<file path="src/rtl/twi_pkg.sv">
package twi_pkg;
   // Register offsets.
   localparam logic [7:0] OFS_CTRL = 8'hF0;
   localparam logic [7:0] OFS_CLK = 8'hF1;
   localparam logic [7:0] OFS_PEND = 8'hF2;
   localparam logic [7:0] OFS_MASK = 8'hF3;
   localparam logic [7:0] OFS_OAR1 = 8'hF4;
   localparam logic [7:0] OFS_OAR2 = 8'hF5;
   localparam logic [7:0] OFS_ECC = 8'hF6;
   localparam logic [7:0] OFS_DMA = 8'hE8;
   // Reset values.
   localparam logic [7:0] RST_BYTE = 8'h00;
   localparam logic [15:0] RST_WORD = 16'h0000;
   // Control and clock register fields.
   localparam int CTRL_PE = 0;
   localparam int CTRL_RX_RF = 1;
   localparam int CTRL_TX_RF = 2;
   localparam int CLK_FAST = 7;
   // Pending and mask fields.
   localparam int IRQ_ERR = 0;
   localparam int IRQ_RX = 1;
   localparam int IRQ_TX = 2;
   localparam int MASK_RXDMA = 3;
   localparam int MASK_TXDMA = 4;
   localparam int MASK_REOB = 5;
   localparam int MASK_TEOB = 6;
   localparam int PRIO_LSB = 5;
   localparam logic [7:0] PEND_W1C = 8'h07;
   localparam logic [7:0] MASK_W1C = 8'h60;
   localparam logic [7:0] MASK_RW = 8'h1F;
   localparam logic [7:0] PRIO_RW = 8'hE0;
   // Own address register 2 fields and own address compare constants.
   localparam logic [7:0] OAR2_FREQ = 8'hD0;
   localparam logic [7:0] OAR2_ADDR = 8'h26;
   localparam int OAR2_TEN = 5;
   localparam logic [7:0] OAR1_NEVER = 8'h01;
   localparam logic [4:0] TEN_HDR = 5'h1E;
   // DMA limits.
   localparam logic [7:0] RF_MAX_CNT = 8'hDE;
   // Interrupt vectors.
   localparam logic [1:0] VEC_NONE = 2'h0;
   localparam logic [1:0] VEC_ERR = 2'h1;
   localparam logic [1:0] VEC_RX = 2'h2;
   localparam logic [1:0] VEC_TX = 2'h3;
   typedef enum logic [1:0] {ST_IDLE, ST_RX, ST_TX} twi_dma_st_t;
endpackage : twi_pkg

</file>
<file path="src/rtl/twi_irq_dma_addr.sv">
// Design decision made here: the address-and-strobe port.
`timescale 1ns/1ps
// Functional notes
// - Error, receive and transmit pending bits; a request only when masked in.
// - Software clears pending bits; request stays up while pending and mask set.
// - Error pending is forced high while any error flag is set.
// - End-of-block requests share vector with their receive or transmit source.
// - Channel count is at most 222 for register file, 65536 for memory.
// - Each transfer moves one byte, increments the address, decrements the count.
// - The interrupt priority level held in the pending register only drives prio_o; DMA does not use it.
// - Inner order: error, DMA, receive, then transmit.
// - DMA runs only with its enable bit set; direction per channel.
// - Count reaching zero sets the end-of-block pending bit and requests.
// - Nine-bit divider sets bus clock by mode and keeps its value when off.
// - Seven-bit mode matches bits 7:1 and ignores the direction bit.
// - Seven-bit own address value 01h never responds.
// - Ten-bit mode uses register 1 bits 7:0 and register 2 bits 2:1.
// - Own address bits keep their values when the interface is disabled.
// - Frequency bits are writable only while the interface is disabled.
module twi_irq_dma_addr (
   // Clock and reset.
   input wire logic clk_i,
   input wire logic nrst_i,
   // Register port.
   input wire logic [7:0] addr_i,
   input wire logic [7:0] wdata_i,
   input wire logic we_i,
   input wire logic re_i,
   output logic [7:0] rdata_o,
   // Protocol events.
   input wire logic [8:0] err_flags_i,
   input wire logic rx_byte_i,
   input wire logic [7:0] rx_data_i,
   input wire logic tx_ready_i,
   // DMA master.
   output logic dma_req_o,
   output logic dma_wr_o,
   output logic dma_regfile_o,
   output logic [15:0] dma_addr_o,
   output logic [7:0] dma_wdata_o,
   input wire logic dma_ack_i,
   input wire logic [7:0] dma_rdata_i,
   // Transmit data register load.
   output logic tx_load_o,
   output logic [7:0] tx_data_o,
   // Own address check.
   input wire logic addr_check_i,
   input wire logic [7:0] addr_first_i,
   input wire logic [7:0] addr_second_i,
   output logic own_match_o,
   // Configuration and bus clock.
   output logic pe_o,
   output logic [2:0] freq_o,
   output logic ten_bit_o,
   output logic scl_tick_o,
   // Interrupt.
   output logic irq_o,
   output logic [1:0] irq_vec_o,
   output logic [2:0] prio_o
);
   logic rst_s1_r;
   logic rst_n_r;
   logic [7:0] ctrl_r;
   logic [7:0] clk_r;
   logic [7:0] ecc_r;
   logic [7:0] oar1_r;
   logic [7:0] oar2_r;
   logic [7:0] pend_r;
   logic [7:0] mask_r;
   logic [15:0] adr_r [2];
   logic [15:0] cnt_r [2];
   logic [9:0] div_cnt_r;
   twi_pkg::twi_dma_st_t st_r;
   logic [7:0] rdata_r;
   logic irq_r;
   logic [1:0] vec_r;
   logic match_r;
   logic tick_r;
   logic dma_req_r;
   logic dma_wr_r;
   logic dma_rf_r;
   logic [15:0] dma_adr_r;
   logic [7:0] dma_wd_r;
   logic tx_load_r;
   logic [7:0] tx_data_r;

   always_ff @(posedge clk_i or negedge nrst_i) begin
      if (!nrst_i) begin
         rst_s1_r <= 1'b0;
         rst_n_r <= 1'b0;
      end else begin
         rst_s1_r <= 1'b1;
         rst_n_r <= rst_s1_r;
      end
   end

   // Address decode.
   wire wr_ctrl = we_i && (addr_i == twi_pkg::OFS_CTRL);
   wire wr_clk = we_i && (addr_i == twi_pkg::OFS_CLK);
   wire wr_ecc = we_i && (addr_i == twi_pkg::OFS_ECC);
   wire wr_oar1 = we_i && (addr_i == twi_pkg::OFS_OAR1);
   wire wr_oar2 = we_i && (addr_i == twi_pkg::OFS_OAR2);
   wire wr_pend = we_i && (addr_i == twi_pkg::OFS_PEND);
   wire wr_mask = we_i && (addr_i == twi_pkg::OFS_MASK);
   wire dma_sel = (addr_i[7:3] == twi_pkg::OFS_DMA[7:3]);
   wire dma_ch = addr_i[2];
   wire [15:0] dma_word = addr_i[1] ? cnt_r[dma_ch] : adr_r[dma_ch];
   wire [7:0] dma_byte = addr_i[0] ? dma_word[15:8] : dma_word[7:0];
   wire [7:0] rd_mux =
      (addr_i == twi_pkg::OFS_CTRL) ? ctrl_r :
      (addr_i == twi_pkg::OFS_CLK) ? clk_r :
      (addr_i == twi_pkg::OFS_ECC) ? {6'h00, ecc_r[1:0]} :
      (addr_i == twi_pkg::OFS_OAR1) ? oar1_r :
      (addr_i == twi_pkg::OFS_OAR2) ? oar2_r :
      (addr_i == twi_pkg::OFS_PEND) ? pend_r :
      (addr_i == twi_pkg::OFS_MASK) ? mask_r :
      dma_sel ? dma_byte : twi_pkg::RST_BYTE;

   wire pe = ctrl_r[twi_pkg::CTRL_PE];
   wire [1:0] ch_rf = {ctrl_r[twi_pkg::CTRL_TX_RF], ctrl_r[twi_pkg::CTRL_RX_RF]};
   wire [7:0] oar2_wr = pe ?
      ((oar2_r & twi_pkg::OAR2_FREQ) | (wdata_i & twi_pkg::OAR2_ADDR)) :
      (wdata_i & (twi_pkg::OAR2_FREQ | twi_pkg::OAR2_ADDR));

   // Configuration registers; none of them is cleared by disabling.
   always_ff @(posedge clk_i or negedge rst_n_r) begin
      if (!rst_n_r) begin
         ctrl_r <= twi_pkg::RST_BYTE;
         clk_r <= twi_pkg::RST_BYTE;
         ecc_r <= twi_pkg::RST_BYTE;
         oar1_r <= twi_pkg::RST_BYTE;
         oar2_r <= twi_pkg::RST_BYTE;
      end else begin
         if (wr_ctrl) ctrl_r <= wdata_i;
         if (wr_clk) clk_r <= wdata_i;
         if (wr_ecc) ecc_r <= wdata_i;
         if (wr_oar1) oar1_r <= wdata_i;
         if (wr_oar2) oar2_r <= oar2_wr;
      end
   end

   // DMA channel decisions; receive wins over transmit.
   wire [1:0] dma_en = {mask_r[twi_pkg::MASK_TXDMA], mask_r[twi_pkg::MASK_RXDMA]};
   wire [1:0] ch_live = {(cnt_r[1] != 16'h0000) || !ch_rf[1],
                         (cnt_r[0] != 16'h0000) || !ch_rf[0]};
   wire idle = (st_r == twi_pkg::ST_IDLE);
   wire rx_go = idle && rx_byte_i && dma_en[0] && ch_live[0];
   wire tx_go = idle && !rx_go && tx_ready_i && dma_en[1] && ch_live[1];
   wire cur = (st_r == twi_pkg::ST_TX);
   wire done = !idle && dma_ack_i;
   wire eob = done && (cnt_r[cur] == 16'h0001);

   // Pending bits: hardware set wins over a software clear.
   wire [7:0] pend_set = {5'h00, tx_ready_i && !tx_go, rx_byte_i && !rx_go,
                          |err_flags_i};
   wire [7:0] pend_clr = wr_pend ? (wdata_i & twi_pkg::PEND_W1C) : twi_pkg::RST_BYTE;
   wire [7:0] pend_nxt = ((pend_r & ~pend_clr) | pend_set) & twi_pkg::PEND_W1C;
   wire [7:0] mask_set = {1'b0, eob && cur, eob && !cur, 5'h00};
   wire [7:0] mask_clr = wr_mask ? (wdata_i & twi_pkg::MASK_W1C) : twi_pkg::RST_BYTE;
   wire [7:0] mask_nxt = ((mask_r & ~mask_clr) | mask_set) & twi_pkg::MASK_W1C;

   always_ff @(posedge clk_i or negedge rst_n_r) begin
      if (!rst_n_r) begin
         pend_r <= twi_pkg::RST_BYTE;
         mask_r <= twi_pkg::RST_BYTE;
      end else begin
         pend_r <= pend_nxt | (wr_pend ? (wdata_i & twi_pkg::PRIO_RW) :
                               (pend_r & twi_pkg::PRIO_RW));
         mask_r <= mask_nxt | (wr_mask ? (wdata_i & twi_pkg::MASK_RW) :
                               (mask_r & twi_pkg::MASK_RW));
      end
   end

   // Interrupt request and vector.
   wire err_req = pend_r[twi_pkg::IRQ_ERR] && mask_r[twi_pkg::IRQ_ERR];
   wire rx_req = (pend_r[twi_pkg::IRQ_RX] || mask_r[twi_pkg::MASK_REOB]) &&
                 mask_r[twi_pkg::IRQ_RX];
   wire tx_req = (pend_r[twi_pkg::IRQ_TX] || mask_r[twi_pkg::MASK_TEOB]) &&
                 mask_r[twi_pkg::IRQ_TX];
   wire irq_nxt = err_req || rx_req || tx_req;
   wire [1:0] vec_nxt = err_req ? twi_pkg::VEC_ERR :
                        !idle ? twi_pkg::VEC_NONE :
                        rx_req ? twi_pkg::VEC_RX :
                        tx_req ? twi_pkg::VEC_TX : twi_pkg::VEC_NONE;

   // Own address compare.
   wire ten = oar2_r[twi_pkg::OAR2_TEN];
   wire m7 = (addr_first_i[7:1] == oar1_r[7:1]) &&
             (oar1_r != twi_pkg::OAR1_NEVER);
   wire m10 = (addr_first_i[7:3] == twi_pkg::TEN_HDR) &&
              (addr_first_i[2:1] == oar2_r[2:1]) &&
              (addr_second_i == oar1_r);
   wire match_nxt = ten ? m10 : m7;

   // Bus clock divider: a tick every divider plus one cycles in fast mode, twice that otherwise.
   wire [8:0] div = {ecc_r[1:0], clk_r[6:0]};
   wire [9:0] reload = clk_r[twi_pkg::CLK_FAST] ? {1'b0, div} : {div, 1'b1};

   always_ff @(posedge clk_i or negedge rst_n_r) begin
      if (!rst_n_r) begin
         div_cnt_r <= 10'h000;
         tick_r <= 1'b0;
      end else if (!pe) begin
         div_cnt_r <= 10'h000;
         tick_r <= 1'b0;
      end else begin
         div_cnt_r <= (div_cnt_r == 10'h000) ? reload : div_cnt_r - 10'h001;
         tick_r <= (div_cnt_r == 10'h000);
      end
   end

   // Software writes to DMA address and count bytes.
   wire dma_wr = we_i && dma_sel;
   wire [7:0] cnt_lo = (ch_rf[dma_ch] && (wdata_i > twi_pkg::RF_MAX_CNT)) ?
                       twi_pkg::RF_MAX_CNT : wdata_i;

   always_ff @(posedge clk_i or negedge rst_n_r) begin
      if (!rst_n_r) begin
         st_r <= twi_pkg::ST_IDLE;
         dma_req_r <= 1'b0;
         dma_wr_r <= 1'b0;
         dma_rf_r <= 1'b0;
         dma_adr_r <= twi_pkg::RST_WORD;
         dma_wd_r <= twi_pkg::RST_BYTE;
         tx_load_r <= 1'b0;
         tx_data_r <= twi_pkg::RST_BYTE;
         for (int c = 0; c < 2; c++) begin
            adr_r[c] <= twi_pkg::RST_WORD;
            cnt_r[c] <= twi_pkg::RST_WORD;
         end
      end else begin
         tx_load_r <= 1'b0;
         case (st_r)
            twi_pkg::ST_IDLE: begin
               if (rx_go) begin
                  st_r <= twi_pkg::ST_RX;
                  dma_req_r <= 1'b1;
                  dma_wr_r <= 1'b1;
                  dma_rf_r <= ch_rf[0];
                  dma_adr_r <= adr_r[0];
                  dma_wd_r <= rx_data_i;
               end else if (tx_go) begin
                  st_r <= twi_pkg::ST_TX;
                  dma_req_r <= 1'b1;
                  dma_wr_r <= 1'b0;
                  dma_rf_r <= ch_rf[1];
                  dma_adr_r <= adr_r[1];
               end
            end
            default: begin
               if (dma_ack_i) begin
                  st_r <= twi_pkg::ST_IDLE;
                  dma_req_r <= 1'b0;
                  adr_r[cur] <= adr_r[cur] + 16'h0001;
                  cnt_r[cur] <= cnt_r[cur] - 16'h0001;
                  if (cur) begin
                     tx_load_r <= 1'b1;
                     tx_data_r <= dma_rdata_i;
                  end
               end
            end
         endcase
         if (dma_wr && !(done && (dma_ch == cur))) begin
            if (!addr_i[1] && !addr_i[0]) adr_r[dma_ch][7:0] <= wdata_i;
            if (!addr_i[1] && addr_i[0]) adr_r[dma_ch][15:8] <= wdata_i;
            if (addr_i[1] && !addr_i[0]) begin
               cnt_r[dma_ch][7:0] <= cnt_lo;
               if (ch_rf[dma_ch]) cnt_r[dma_ch][15:8] <= twi_pkg::RST_BYTE;
            end
            if (addr_i[1] && addr_i[0] && !ch_rf[dma_ch]) cnt_r[dma_ch][15:8] <= wdata_i;
         end
      end
   end

   always_ff @(posedge clk_i or negedge rst_n_r) begin
      if (!rst_n_r) begin
         rdata_r <= twi_pkg::RST_BYTE;
         irq_r <= 1'b0;
         vec_r <= twi_pkg::VEC_NONE;
         match_r <= 1'b0;
      end else begin
         rdata_r <= re_i ? rd_mux : twi_pkg::RST_BYTE;
         irq_r <= irq_nxt;
         vec_r <= vec_nxt;
         if (addr_check_i) match_r <= match_nxt;
      end
   end

   assign rdata_o = rdata_r;
   assign irq_o = irq_r;
   assign irq_vec_o = vec_r;
   assign prio_o = pend_r[7:5];
   assign own_match_o = match_r;
   assign scl_tick_o = tick_r;
   assign pe_o = ctrl_r[twi_pkg::CTRL_PE];
   assign freq_o = {oar2_r[7:6], oar2_r[4]};
   assign ten_bit_o = oar2_r[twi_pkg::OAR2_TEN];
   assign dma_req_o = dma_req_r;
   assign dma_wr_o = dma_wr_r;
   assign dma_regfile_o = dma_rf_r;
   assign dma_addr_o = dma_adr_r;
   assign dma_wdata_o = dma_wd_r;
   assign tx_load_o = tx_load_r;
   assign tx_data_o = tx_data_r;

   property p_irq_hold;
      @(posedge clk_i) disable iff (!rst_n_r)
         (pend_r[0] && mask_r[0]) |=> irq_o;
   endproperty
   a_irq_hold: assert property (p_irq_hold) else $error("irq dropped");

   property p_err_force;
      @(posedge clk_i) disable iff (!rst_n_r)
         (|err_flags_i) |=> pend_r[0] ##1 irq_o || !mask_r[0];
   endproperty
   a_err_force: assert property (p_err_force) else $error("error not forced");

   property p_freq_lock;
      @(posedge clk_i) disable iff (!rst_n_r)
         (pe && wr_oar2) |=> $stable(freq_o);
   endproperty
   a_freq_lock: assert property (p_freq_lock) else $error("freq written");

   property p_never_01;
      @(posedge clk_i) disable iff (!rst_n_r)
         (addr_check_i && !ten && oar1_r == 8'h01) |=> !own_match_o;
   endproperty
   a_never_01: assert property (p_never_01) else $error("01h matched");

   property p_addr_inc;
      @(posedge clk_i) disable iff (!rst_n_r)
         (done && !dma_wr) |=>
            ($past(cur) ? adr_r[1] : adr_r[0]) ==
            ($past(cur) ? $past(adr_r[1]) : $past(adr_r[0])) + 16'h0001;
   endproperty
   a_addr_inc: assert property (p_addr_inc) else $error("addr not incremented");

   property p_eob;
      @(posedge clk_i) disable iff (!rst_n_r)
         (eob && !cur) |=> mask_r[5] && cnt_r[0] == 16'h0000;
   endproperty
   a_eob: assert property (p_eob) else $error("no end of block");

   property p_dma_gate;
      @(posedge clk_i) disable iff (!rst_n_r)
         (idle && !dma_en[0] && !tx_ready_i) |=> !dma_req_o;
   endproperty
   a_dma_gate: assert property (p_dma_gate) else $error("dma while off");

   property p_err_first;
      @(posedge clk_i) disable iff (!rst_n_r)
         err_req |=> irq_vec_o == 2'h1;
   endproperty
   a_err_first: assert property (p_err_first) else $error("error not first");

   property p_rf_clamp;
      @(posedge clk_i) disable iff (!rst_n_r)
         (dma_wr && addr_i[1:0] == 2'h2 && ch_rf[dma_ch] && !done) |=>
            cnt_r[$past(dma_ch)] <= 16'h00DE;
   endproperty
   a_rf_clamp: assert property (p_rf_clamp) else $error("count over 222");

   property p_tx_load;
      @(posedge clk_i) disable iff (!rst_n_r)
         (done && cur) |=> tx_load_o && (tx_data_o == $past(dma_rdata_i));
   endproperty
   a_tx_load: assert property (p_tx_load) else $error("transmit byte not loaded");

   property p_eob_tx;
      @(posedge clk_i) disable iff (!rst_n_r)
         (eob && cur) |=> mask_r[twi_pkg::MASK_TEOB] && (cnt_r[1] == 16'h0000);
   endproperty
   a_eob_tx: assert property (p_eob_tx) else $error("no transmit end of block");

   property p_rx_hold;
      @(posedge clk_i) disable iff (!rst_n_r)
         (pend_r[twi_pkg::IRQ_RX] && mask_r[twi_pkg::IRQ_RX]) |=> irq_o;
   endproperty
   a_rx_hold: assert property (p_rx_hold) else $error("receive request dropped");
endmodule : twi_irq_dma_addr

</file>
<file path="config.mk">
export PLATFORM = sky130hd
export DESIGN_NAME = twi_irq_dma_addr
export DESIGN_NICKNAME = d
export VERILOG_FILES = /design/src/rtl/twi_pkg.sv /design/src/rtl/twi_irq_dma_addr.sv
export SDC_FILE = /design/constraint.sdc
export NUM_CORES = 1
export LEC_CHECK = 0
export BUFFER_PORTS_ARGS = -buffer_cell sky130_fd_sc_hd__buf_4
export CAP_MARGIN = 10
export CORE_MARGIN = 5
export CORE_UTILIZATION = 61
export CTS_BUF_LIST = sky130_fd_sc_hd__clkbuf_4 sky130_fd_sc_hd__clkbuf_8
export DETAILED_ROUTE_END_ITERATION = 16
export PLACE_DENSITY = 0.95
export SETUP_SLACK_MARGIN = 0.4
export SYNTH_ARGS = -nofsm -noshare
export SYNTH_HDL_FRONTEND = slang
export SYNTH_SLANG_ARGS = --single-unit
</file>
<file path="constraint.sdc">
create_clock -name clk_i -period 7.3 [get_ports clk_i]
set_clock_uncertainty 0.1 [all_clocks]
set_input_delay 1.46 -clock clk_i [delete_from_list [all_inputs] [get_ports clk_i]]
set_output_delay 1.46 -clock clk_i [all_outputs]
set_load 0.01 [all_outputs]
</file>
Word-level counts from Yosys, hierarchy flattened
Cells that the tools add are included.

Register bits after elaboration: 176. Bits of input ports: 65. Output and inout bits: 57. Logic and storage cells: 212.

Add/sub/neg operators: 3. Magnitude comparators: 6. Eq/ne operators: 17. Mux-type cells: 83. Bitwise gates (word level): 12. Reductions and logical operators: 64.

Operator list (count): two-way mux 32 bit (13); two-way mux 16 bit (17); bitwise mux 32 bit (7); two-way mux 8 bit (14); equality test 8 bit (second input constant) (7); demux 16 bit (select 1 bit) (3); logical AND 1 bit (37); nonzero test 16 bit (2); two-way mux 10 bit (3); adder 16 x 1 -> 16 bit (second input constant) (1); equality test 16 x 1 -> 1 bit (second input constant) (1); two-way mux 2 bit (8); subtractor 16 x 1 -> 16 bit (second input constant) (1); two-way mux 1 bit (15); equality test 5 bit (second input constant) (2); zero test 1 bit (10); zero test 10 bit (1); subtractor 10 x 1 -> 10 bit (second input constant) (1); OR reduction 9 bit (1); equality test 8 bit (1); > comparator 8 bit (second input constant) (1); inequality test 8 x 1 -> 1 bit (second input constant) (1); OR 3 x 8 -> 8 bit (1); OR 8 x 6 -> 8 bit (1); other kinds (25) (36).

Logic depth before layout (Yosys ltp)
Gate-level depths: netlist of the first run.

Word-level depth: 17. Mapped depth: 11. Mapped depth without buffers: 8.

Least setup slack after synthesis of the first run
No wires, ideal clock.

Path kind: input-to-reg. Start: in addr_i[7]. End: reg oar2_r[2]. Setup time: 0.125 ns. Arrival: 3.033 ns. Data required time: 7.075 ns. Slack: 4.042 ns. Stages on the path: 6. Buffers on the path: 2. Cells stage by stage: nand3_2 -> or3b_2 -> clkbuf_1 -> clkbuf_1 -> nor3_1 -> mux2_2.

Longest elaborated chain between the ends: 2.

Ends and longest elaborated chain: start, declared (line twi_irq_dma_addr.sv:25) `input wire logic [7:0] addr_i,`; equality test 8 bit (line twi_irq_dma_addr.sv:102) `wire wr_oar2 = we_i && (addr_i == twi_pkg::OFS_OAR2);`; logical AND 1 bit (line twi_irq_dma_addr.sv:102); end signal, assigned (line twi_irq_dma_addr.sv:132) `oar2_r <= twi_pkg::RST_BYTE;`; end signal, assigned (line twi_irq_dma_addr.sv:138) `if (wr_oar2) oar2_r <= oar2_wr;`; end, declared (line twi_irq_dma_addr.sv:67) `logic [7:0] oar2_r;`.

No other way between the ends. A chain may end at the register's enable or synchronous reset.

Final worst setup path of the first run
Start: in dma_ack_i. End: reg adr_r[9] (netlist bit).

Longest elaborated chain between the ends: 8. Elaborated cells on any way between the ends: 12. Those cells by class: mux: 8; reduce/logical: 4.

Ends and longest elaborated chain: start, declared (line twi_irq_dma_addr.sv:41) `input wire logic dma_ack_i,`; two-way mux 32 bit (line twi_irq_dma_addr.sv:251) `if (dma_ack_i) begin`; two-way mux 32 bit (line twi_irq_dma_addr.sv:233) `case (st_r)`; bitwise mux 32 bit (line twi_irq_dma_addr.sv:264) `if (!addr_i[1] && !addr_i[0]) adr_r[dma_ch][7:0] <= wdata_i;`; two-way mux 32 bit (line twi_irq_dma_addr.sv:264); two-way mux 32 bit (line twi_irq_dma_addr.sv:263) `if (dma_wr && !(done && (dma_ch == cur))) begin`; bitwise mux 32 bit (line twi_irq_dma_addr.sv:265) `if (!addr_i[1] && addr_i[0]) adr_r[dma_ch][15:8] <= wdata_i;`; two-way mux 32 bit (line twi_irq_dma_addr.sv:265); two-way mux 32 bit (*) (line twi_irq_dma_addr.sv:263); end signal, assigned by index (line twi_irq_dma_addr.sv:254) `adr_r[cur] <= adr_r[cur] + 16'h0001;`; end signal, assigned by index (line twi_irq_dma_addr.sv:264); end signal, assigned by index (line twi_irq_dma_addr.sv:265); end, declared (line twi_irq_dma_addr.sv:70) `logic [15:0] adr_r [2];`.

Mark *: on every way between the ends. The rest lies on a longest branch, timed or not. The select of a mux whose other input is x is not followed.

==> results.md, run 1 <==
- Status: completed
- Multi-input gate area: 5230 µm²
- CP max stage delay: 0.58 ns
- Fin Setup TNS: 0 ns
- Vias/cell: 6.66
- NumNets Final: 1182
- Cells after synthesis: 1032
- RSZ-0062 raised after global routing: no
- Min cycle time layout: 3.83 ns
- Post-synth EDFFs: 0
- Synth top area cells: dfrtp_1 43%, mux2_2 5.7%, nand2_1 5.4%
- Starting Density: 0.623
- Worst hold path type: flip-flop to async pin
- Remaining DRCs: 0
- Relative slew slack: 0.271
- Syn nets: 1100
- FP Rows: 46
- Synth cell types: 75
- Register area: 4310 µm²
- Area grow syn2layout: 13.6%
- Width of the die: 137 µm
- Largest area contributor in the netlist: dfrtp_1
- Maximum vdd drop: 188 µV
- Total GRT Usage: 0.328
- Clk Tree Root Cell: clkbuf_8
- Port Buf Inserts: 120
- Skew-Pair Late Insertion Delay: 0.49 ns
- Post CTS Setup Buffer Count: 0
- Cts repair resizes: 0
- Critical path fanouts, max: 28
- Final setup violation count: 0
- GPL Wtd Cong: 1.02
- Async S/R FF share, synth: 1.00
- Crit end category: flip-flop
- Top cell type's share of synthesized area: 0.435
- Final WL: 30.1 mm
- Drt first pass iters: 6
- Vias: 8939
- Largest net degree at the start of global routing: 73
- Period utilisation layout: 0.525
- Antenna fix cells: 0
- PwrDens: 234 nW/µm²
- MaxCap Viol Count: 0
- DIE AREA: 18900 µm²
- CP Class: input pin to flip-flop
- Synth Area per Inst: 9.59 µm²
- Crit path cell chain: buf_4 > nand2_2 > inv_2 > nor4_4 > a21oi_1 > and2_1 > a31oi_1 > o311ai_0
- First-pass GRT wire length: 47.4 mm
- CTS Hold Bufs: 0
- Vias in the first global route: 8715
- Initial DRC count: 1112
- Slowest cell on crit path: nor4_4
- CP startpoint kind: input pin
- R2r startpoint: st_r[0]$_DFFE_PN0P_
- Critical Path Source: dma_ack_i
- FF+latch count, synth: 172
- Worst EP required: 7.55 ns
- H-tree Lvls: 4
- Worst-margin pin slew: 1.09 ns
- Synth Warn #: 0
- Data arrival, critical path: 4.08 ns
- Post-layout util: 0.707
- HPWL after DPL: 20.6 mm
- Io pins: 122
- Leakage: 5.13 nW
- Synth Cell Area: 9900 µm²
- Clock Sinks: 172
- Global route overflow: 0
- Drt wl/cell: 22.4 µm
- Final hold vios: 0
- Reg2Reg Depth: 8
- Initial antenna violation count: 0
- CTS Buf Count: 17
- Max Root-Sink Buffers: 2
- Peak Freq: 0.261 GHz
- Chip height: 137 µm
- Layout cell share with drive strength beyond 1: 0.226
- Core Area: 15900 µm²
- Primary FF master, synth: dfrtp_1
- Post-route ant nets: 0
- Filler cell count: 1170
- Sequential fraction of the synthesis area: 0.435
- Pins Over Slew Limit: 0
- CTS tree: yes
- Reg clk slew, reported paths: 0.10 ns
per-stage QoR:
step	total power [mW]	instance area (µm²)	instances	hold slack (ns)	setup slack (ns)
global placement	1.92	10800	1311	0.200	3.17
global route	2.76	11200	1343	0.260	3.32
CTS	2.62	11200	1343	0.222	3.59
finish	2.63	11200	1343	0.195	3.47
detailed placement	1.95	10800	1311	0.210	3.09
floorplan	1.67	9900	1032	0.231	2.05
layer usage:
layer	part of all wire	wire length [µm]	up-vias	track usage
met5	0	0	-	0
met4	0.046	1400	0	0.146
met3	0.12	3620	127	0.0939
met2	0.46	13900	609	0.510
met1	0.37	11200	4301	0.429
li1	-	-	3902	-
worst paths after layout:
check | endpoint | slack (ns)
max | adr_r[9]$_DFF_PN0_ | 3.47
min | dma_wdata_o[5]$_DFFE_PN0P_ | 0.20
max reg2reg | adr_r[9]$_DFF_PN0_ | 3.78
min reg2reg | dma_wdata_o[5]$_DFFE_PN0P_ | 0.20
max in group asynchronous | div_cnt_r[0]$_DFF_PN0_ | 5.59
min in group clk_i | rst_n_r$_DFF_PN0_ | 0.26
where the power goes:
group	switching [mW]	internal, mW	total, mW	leakage (nW)
registers	0.180	1.10	1.28	2.26
logic	0.365	0.312	0.678	2.67
clock network	0.395	0.283	0.678	0.193
critical path, delay by kind of cell:
kind / cells / cell delay [ns]
AO/OA/AOI/OAI: 3 / 0.64
buffers and inverters: 2 / 0.63
AND/OR/NAND/NOR: 3 / 1.33
cells in the final DEF, fill, tap and decap left out, types with 7 or more instances in the layout:
cell type,n
a21oi_1,57
a22oi_1,9
a31oi_1,13
and2_1,7
and3_1,18
buf_4,128
clkbuf_8,17
dfrtp_1,171
inv_1,20
mux2_2,50
mux2i_1,43
mux4_2,15
nand2_1,143
nand2b_1,14
nand3_1,29
nand4_1,7
nor2_1,77
nor3_1,26
nor4_1,12
o211ai_1,11
o21ai_0,72
o31ai_1,8
or3_1,7
xnor2_1,14
xor2_1,29
sequential cells by signal, summed over array words and instances (netlist names), 10 cells and up, named ones only:
register	flops
div_cnt_r	10
adr_r	32
cnt_r	32
dma_addr_o	16
cells by family after synthesis:
family / count (synthesis) / synth area share
xor gates and xnor gates: 43 / 0.0381
other: 1 / 0.000379
adders and majority gates: 3 / 0.00379
buffers and inverters: 86 / 0.0391
DFF: 172 / 0.435
and+or+nand+nor: 386 / 0.197
muxes: 110 / 0.139
AOI/OAI and AO/OA: 231 / 0.148
cells in the mapped netlist, types with 7 or more instances:
master,n
a21oi_1,57
a22oi_1,9
a31oi_1,15
and2_1,7
and3_1,18
buf_1,7
buf_2,9
buf_4,8
clkbuf_1,38
dfrtp_1,172
inv_1,20
mux2_2,50
mux2i_1,43
mux4_2,15
nand2_1,143
nand2b_1,14
nand3_1,29
nand4_1,7
nor2_1,77
nor3_1,26
nor4_1,12
o211ai_1,11
o21ai_0,72
o31ai_1,8
or3_1,7
xnor2_1,14
xor2_1,29
cell type report:
| cell class | instances | area share |
|---|---|---|
| Tap cell | 216 | 0.0241 |
| Inverter | 21 | 0.00701 |
| Clock buffer | 17 | 0.0208 |
| Clock inverter | 15 | 0.0141 |
| Sequential cell | 172 | 0.383 |
| Multi-Input combinational cell | 774 | 0.465 |
| Timing Repair Buffer | 128 | 0.0855 |
Power figures use the tool's default switching activity.
==> run 2, diff against run 1 <==
--- a/config.mk
+++ b/config.mk
@@ -8,10 +8,10 @@
 export BUFFER_PORTS_ARGS = -buffer_cell sky130_fd_sc_hd__buf_4
 export CAP_MARGIN = 10
 export CORE_MARGIN = 5
-export CORE_UTILIZATION = 61
+export CORE_UTILIZATION = 55
 export CTS_BUF_LIST = sky130_fd_sc_hd__clkbuf_4 sky130_fd_sc_hd__clkbuf_8
 export DETAILED_ROUTE_END_ITERATION = 16
-export PLACE_DENSITY = 0.95
+export PLACE_DENSITY = 0.91
 export SETUP_SLACK_MARGIN = 0.4
 export SYNTH_ARGS = -nofsm -noshare
 export SYNTH_HDL_FRONTEND = slang
==> constraint.sdc (replaced) <==
create_clock -name clk_i -period 3.5 [get_ports clk_i]
set_clock_uncertainty 0.1 [all_clocks]
set_input_delay 0.7 -clock clk_i [delete_from_list [all_inputs] [get_ports clk_i]]
set_output_delay 0.7 -clock clk_i [all_outputs]
set_load 0.01 [all_outputs]
==> run 2 against run 1 <==
Against the previous run: hold slack got worse by 0.022 ns; cell count increased by 2.1%; worst setup slack got worse by 2.9 ns; sequential power increased by 110%; sequential share of layout area decreased by 0.54 points; critical endpoint is now adr_r[26]$_DFF_PN0_; sequential cell count unchanged; via count increased by 0.30%; total power increased by 110%; final area increased by 1.4%.
==> results.md, run 2 (synthesized netlist as in run 1, its figures left out) <==
- Port Buf Inserts: 120 (unchanged)
- Min cycle time layout: 2.89 ns
- Dpl cells: 1338 (was 1311)
- Cell Area, Placed: 11000 µm² (was 10800 µm²)
- Peak Freq: 0.347 GHz
- Final setup violation count: 0 (unchanged)
- FP Rows: 49 (was 46)
- Worst EP required: 3.76 ns (was 7.55 ns)
- Number of standard cells in the final layout excluding fillers: 1371 (was 1343)
- Crit end category: flip-flop (unchanged)
- Global route overflow: 0 (unchanged)
- Worst hold path type: flip-flop to async pin (unchanged)
- Drt wl/cell: 22.1 µm (was 22.4 µm)
- Vias/cell: 6.54 (was 6.66)
- Cell area after layout: 11400 µm² (was 11200 µm²)
- DIE AREA: 20800 µm² (was 18900 µm²)
- Clk Tree Root Cell: clkbuf_8 (unchanged)
- Dpl ws: 0.675 ns (was 3.09 ns)
- Io pins: 122 (unchanged)
- Starting Density: 0.555 (was 0.623)
- GPL Wtd Cong: 1.00 (was 1.02)
- CP startpoint kind: flip-flop (was input pin)
- Slowest cell on crit path: dfrtp_1 (was nor4_4)
- Relative slew slack: 0.377 (was 0.271)
- Layout cell share with drive strength beyond 1: 0.236 (was 0.226)
- Critical path fanouts, max: 17 (was 28)
- Seq pwr share: 0.479 (was 0.485)
- Initial antenna violation count: 0 (unchanged)
- Max Root-Sink Buffers: 2 (unchanged)
- Commonest non-fill, non-tap cell in the layout: dfrtp_1 (unchanged)
- MaxCap Viol Count: 0 (unchanged)
- Internal: 3.65 mW (was 1.69 mW)
- Period utilisation layout: 0.825
- Core Area: 17800 µm² (was 15900 µm²)
- Vias: 8966 (was 8939)
- Remaining DRCs: 0 (unchanged)
- PwrDens: 487 nW/µm² (was 234 nW/µm²)
- Fin Setup TNS: 0 ns (unchanged)
- Worst-margin pin slew: 0.922 ns (was 1.09 ns)
- Clock share of power: 0.264 (was 0.257)
- Area grow syn2layout: 15.2% (was 13.6%)
- Buffers plus inverters on the worst setup path: 1 (was 2)
- Chip height: 144 µm (was 137 µm)
- Family with the most delay on the worst path: simple AND/OR/NAND/NOR gates (unchanged)
- Antenna fix cells: 0 (unchanged)
- Total GRT Usage: 0.296 (was 0.328)
- Status: completed (unchanged)
- Largest net degree at the start of global routing: 69 (was 73)
- Final hold vios: 0 (unchanged)
- Filler cell count: 1418 (was 1170)
- HPWL after DPL: 21.1 mm (was 20.6 mm)
- CTS tree: yes (unchanged)
- Comb power frac: 0.257 (about the same)
- CP Class: flip-flop to flip-flop (was input pin to flip-flop)
- CP max stage delay: 0.59 ns (was 0.58 ns)
- Cts repair resizes: 0 (unchanged)
- Drt first pass iters: 5 (was 6)
- Leakage: 5.22 nW (was 5.13 nW)
- H-tree Lvls: 4 (unchanged)
- Net switching power: 1.89 mW (was 0.940 mW)
- Highest-count cells in the layout ignoring fill and taps: 171 x dfrtp_1, 143 x nand2_1, 141 x buf_4, 77 x nor2_1, 72 x o21ai_0 (was 171 x dfrtp_1, 143 x nand2_1, 128 x buf_4, 77 x nor2_1, 72 x o21ai_0)
- Crit path cell chain: nor2b_1 > buf_4 > nand2_1 > nand2_1 > ha_1 > nor3b_4 > nand3_1 > o211a_1 > a211o_1 (was buf_4 > nand2_2 > inv_2 > nor4_4 > a21oi_1 > and2_1 > a31oi_1 > o311ai_0)
- Post CTS Setup Buffer Count: 0 (unchanged)
- CTS Buf Count: 17 (unchanged)
- Final WL: 30.3 mm (was 30.1 mm)
- First-pass GRT wire length: 47.7 mm (was 47.4 mm)
- Width of the die: 144 µm (was 137 µm)
- NumNets Final: 1197 (was 1182)
- Initial DRC count: 1136 (was 1112)
- Slack of the critical path: 0.614 ns (was 3.47 ns)
- Data arrival, critical path: 3.14 ns (was 4.08 ns)
- Pins Over Slew Limit: 0 (unchanged)
- Vias in the first global route: 8726 (was 8715)
- Sw frac: 0.341 (was 0.357)
- Post-route ant nets: 0 (unchanged)
- Skew-Pair Late Insertion Delay: 0.48 ns (was 0.49 ns)
- Reg clk slew, reported paths: 0.09 ns (was 0.10 ns)
- Most used cell, CP: nand2_1
- Clock Sinks: 172 (unchanged)
- RSZ-0062 raised after global routing: no (unchanged)
- CTS Hold Bufs: 1 (was 0)
- Maximum vdd drop: 318 µV (was 188 µV)
[run 2: final cells by class]
class | instances | area, µm² | share of cell area
Timing Repair Buffer | 143 | 1090 | 0.0955
Inverter | 21 | 78.8 | 0.00692
Clock inverter | 11 | 133 | 0.0116
Multi-Input combinational cell | 774 | 5230 | 0.459
Clock buffer | 21 | 277 | 0.0243
Tap cell | 229 | 287 | 0.0251
Sequential cell | 172 | 4310 | 0.378
[run 2: layer usage]
layer,global-route usage,vias up,share of wire
met5,0,-,0
met3,0.0655,122,0.11
met2,0.456,593,0.46
met1,0.406,4324,0.38
met4,0.132,0,0.044
li1,-,3927,-
[run 2: power groups by stage]
| stage | Combinational, mW | Clock (mW) | Sequential [mW] |
|---|---|---|---|
| 4_1_cts | 1.41 | 1.47 | 2.64 |
| 3_3_place_gp | 1.36 | 0 | 2.66 |
| 5_1_grt | 1.55 | 1.56 | 2.70 |
| 3_5_place_dp | 1.40 | 0 | 2.68 |
| 2_1_floorplan | 0.857 | 0 | 2.63 |
| 6_report | 1.43 | 1.46 | 2.66 |
[run 2: stage by stage]
step	utilization	power [mW]	hold slack, ns
after floorplan	-	3.49	0.231
after global placement	0.615	4.02	0.178
after detailed placement	0.615	4.08	0.182
after CTS	0.639	5.53	0.183
after global routing	0.639	5.81	0.219
final	0.639	5.55	0.173
[run 2: worst paths after layout]
check,to,start,cells after the start,slack [ns]
max reg2reg,adr_r[26]$_DFF_PN0_,st_r[1]$_DFFE_PN0P_,9,0.61
min reg2reg,adr_r[4]$_DFF_PN0_,rst_n_r$_DFF_PN0_,0,0.17
min,adr_r[4]$_DFF_PN0_,rst_n_r$_DFF_PN0_,0,0.17
max,adr_r[26]$_DFF_PN0_,st_r[1]$_DFFE_PN0P_,9,0.61
max in group asynchronous,cnt_r[22]$_DFF_PN0_,rst_n_r$_DFF_PN0_,1,2.17
min in group clk_i,rst_n_r$_DFF_PN0_,rst_s1_r$_DFF_PN0_,0,0.26
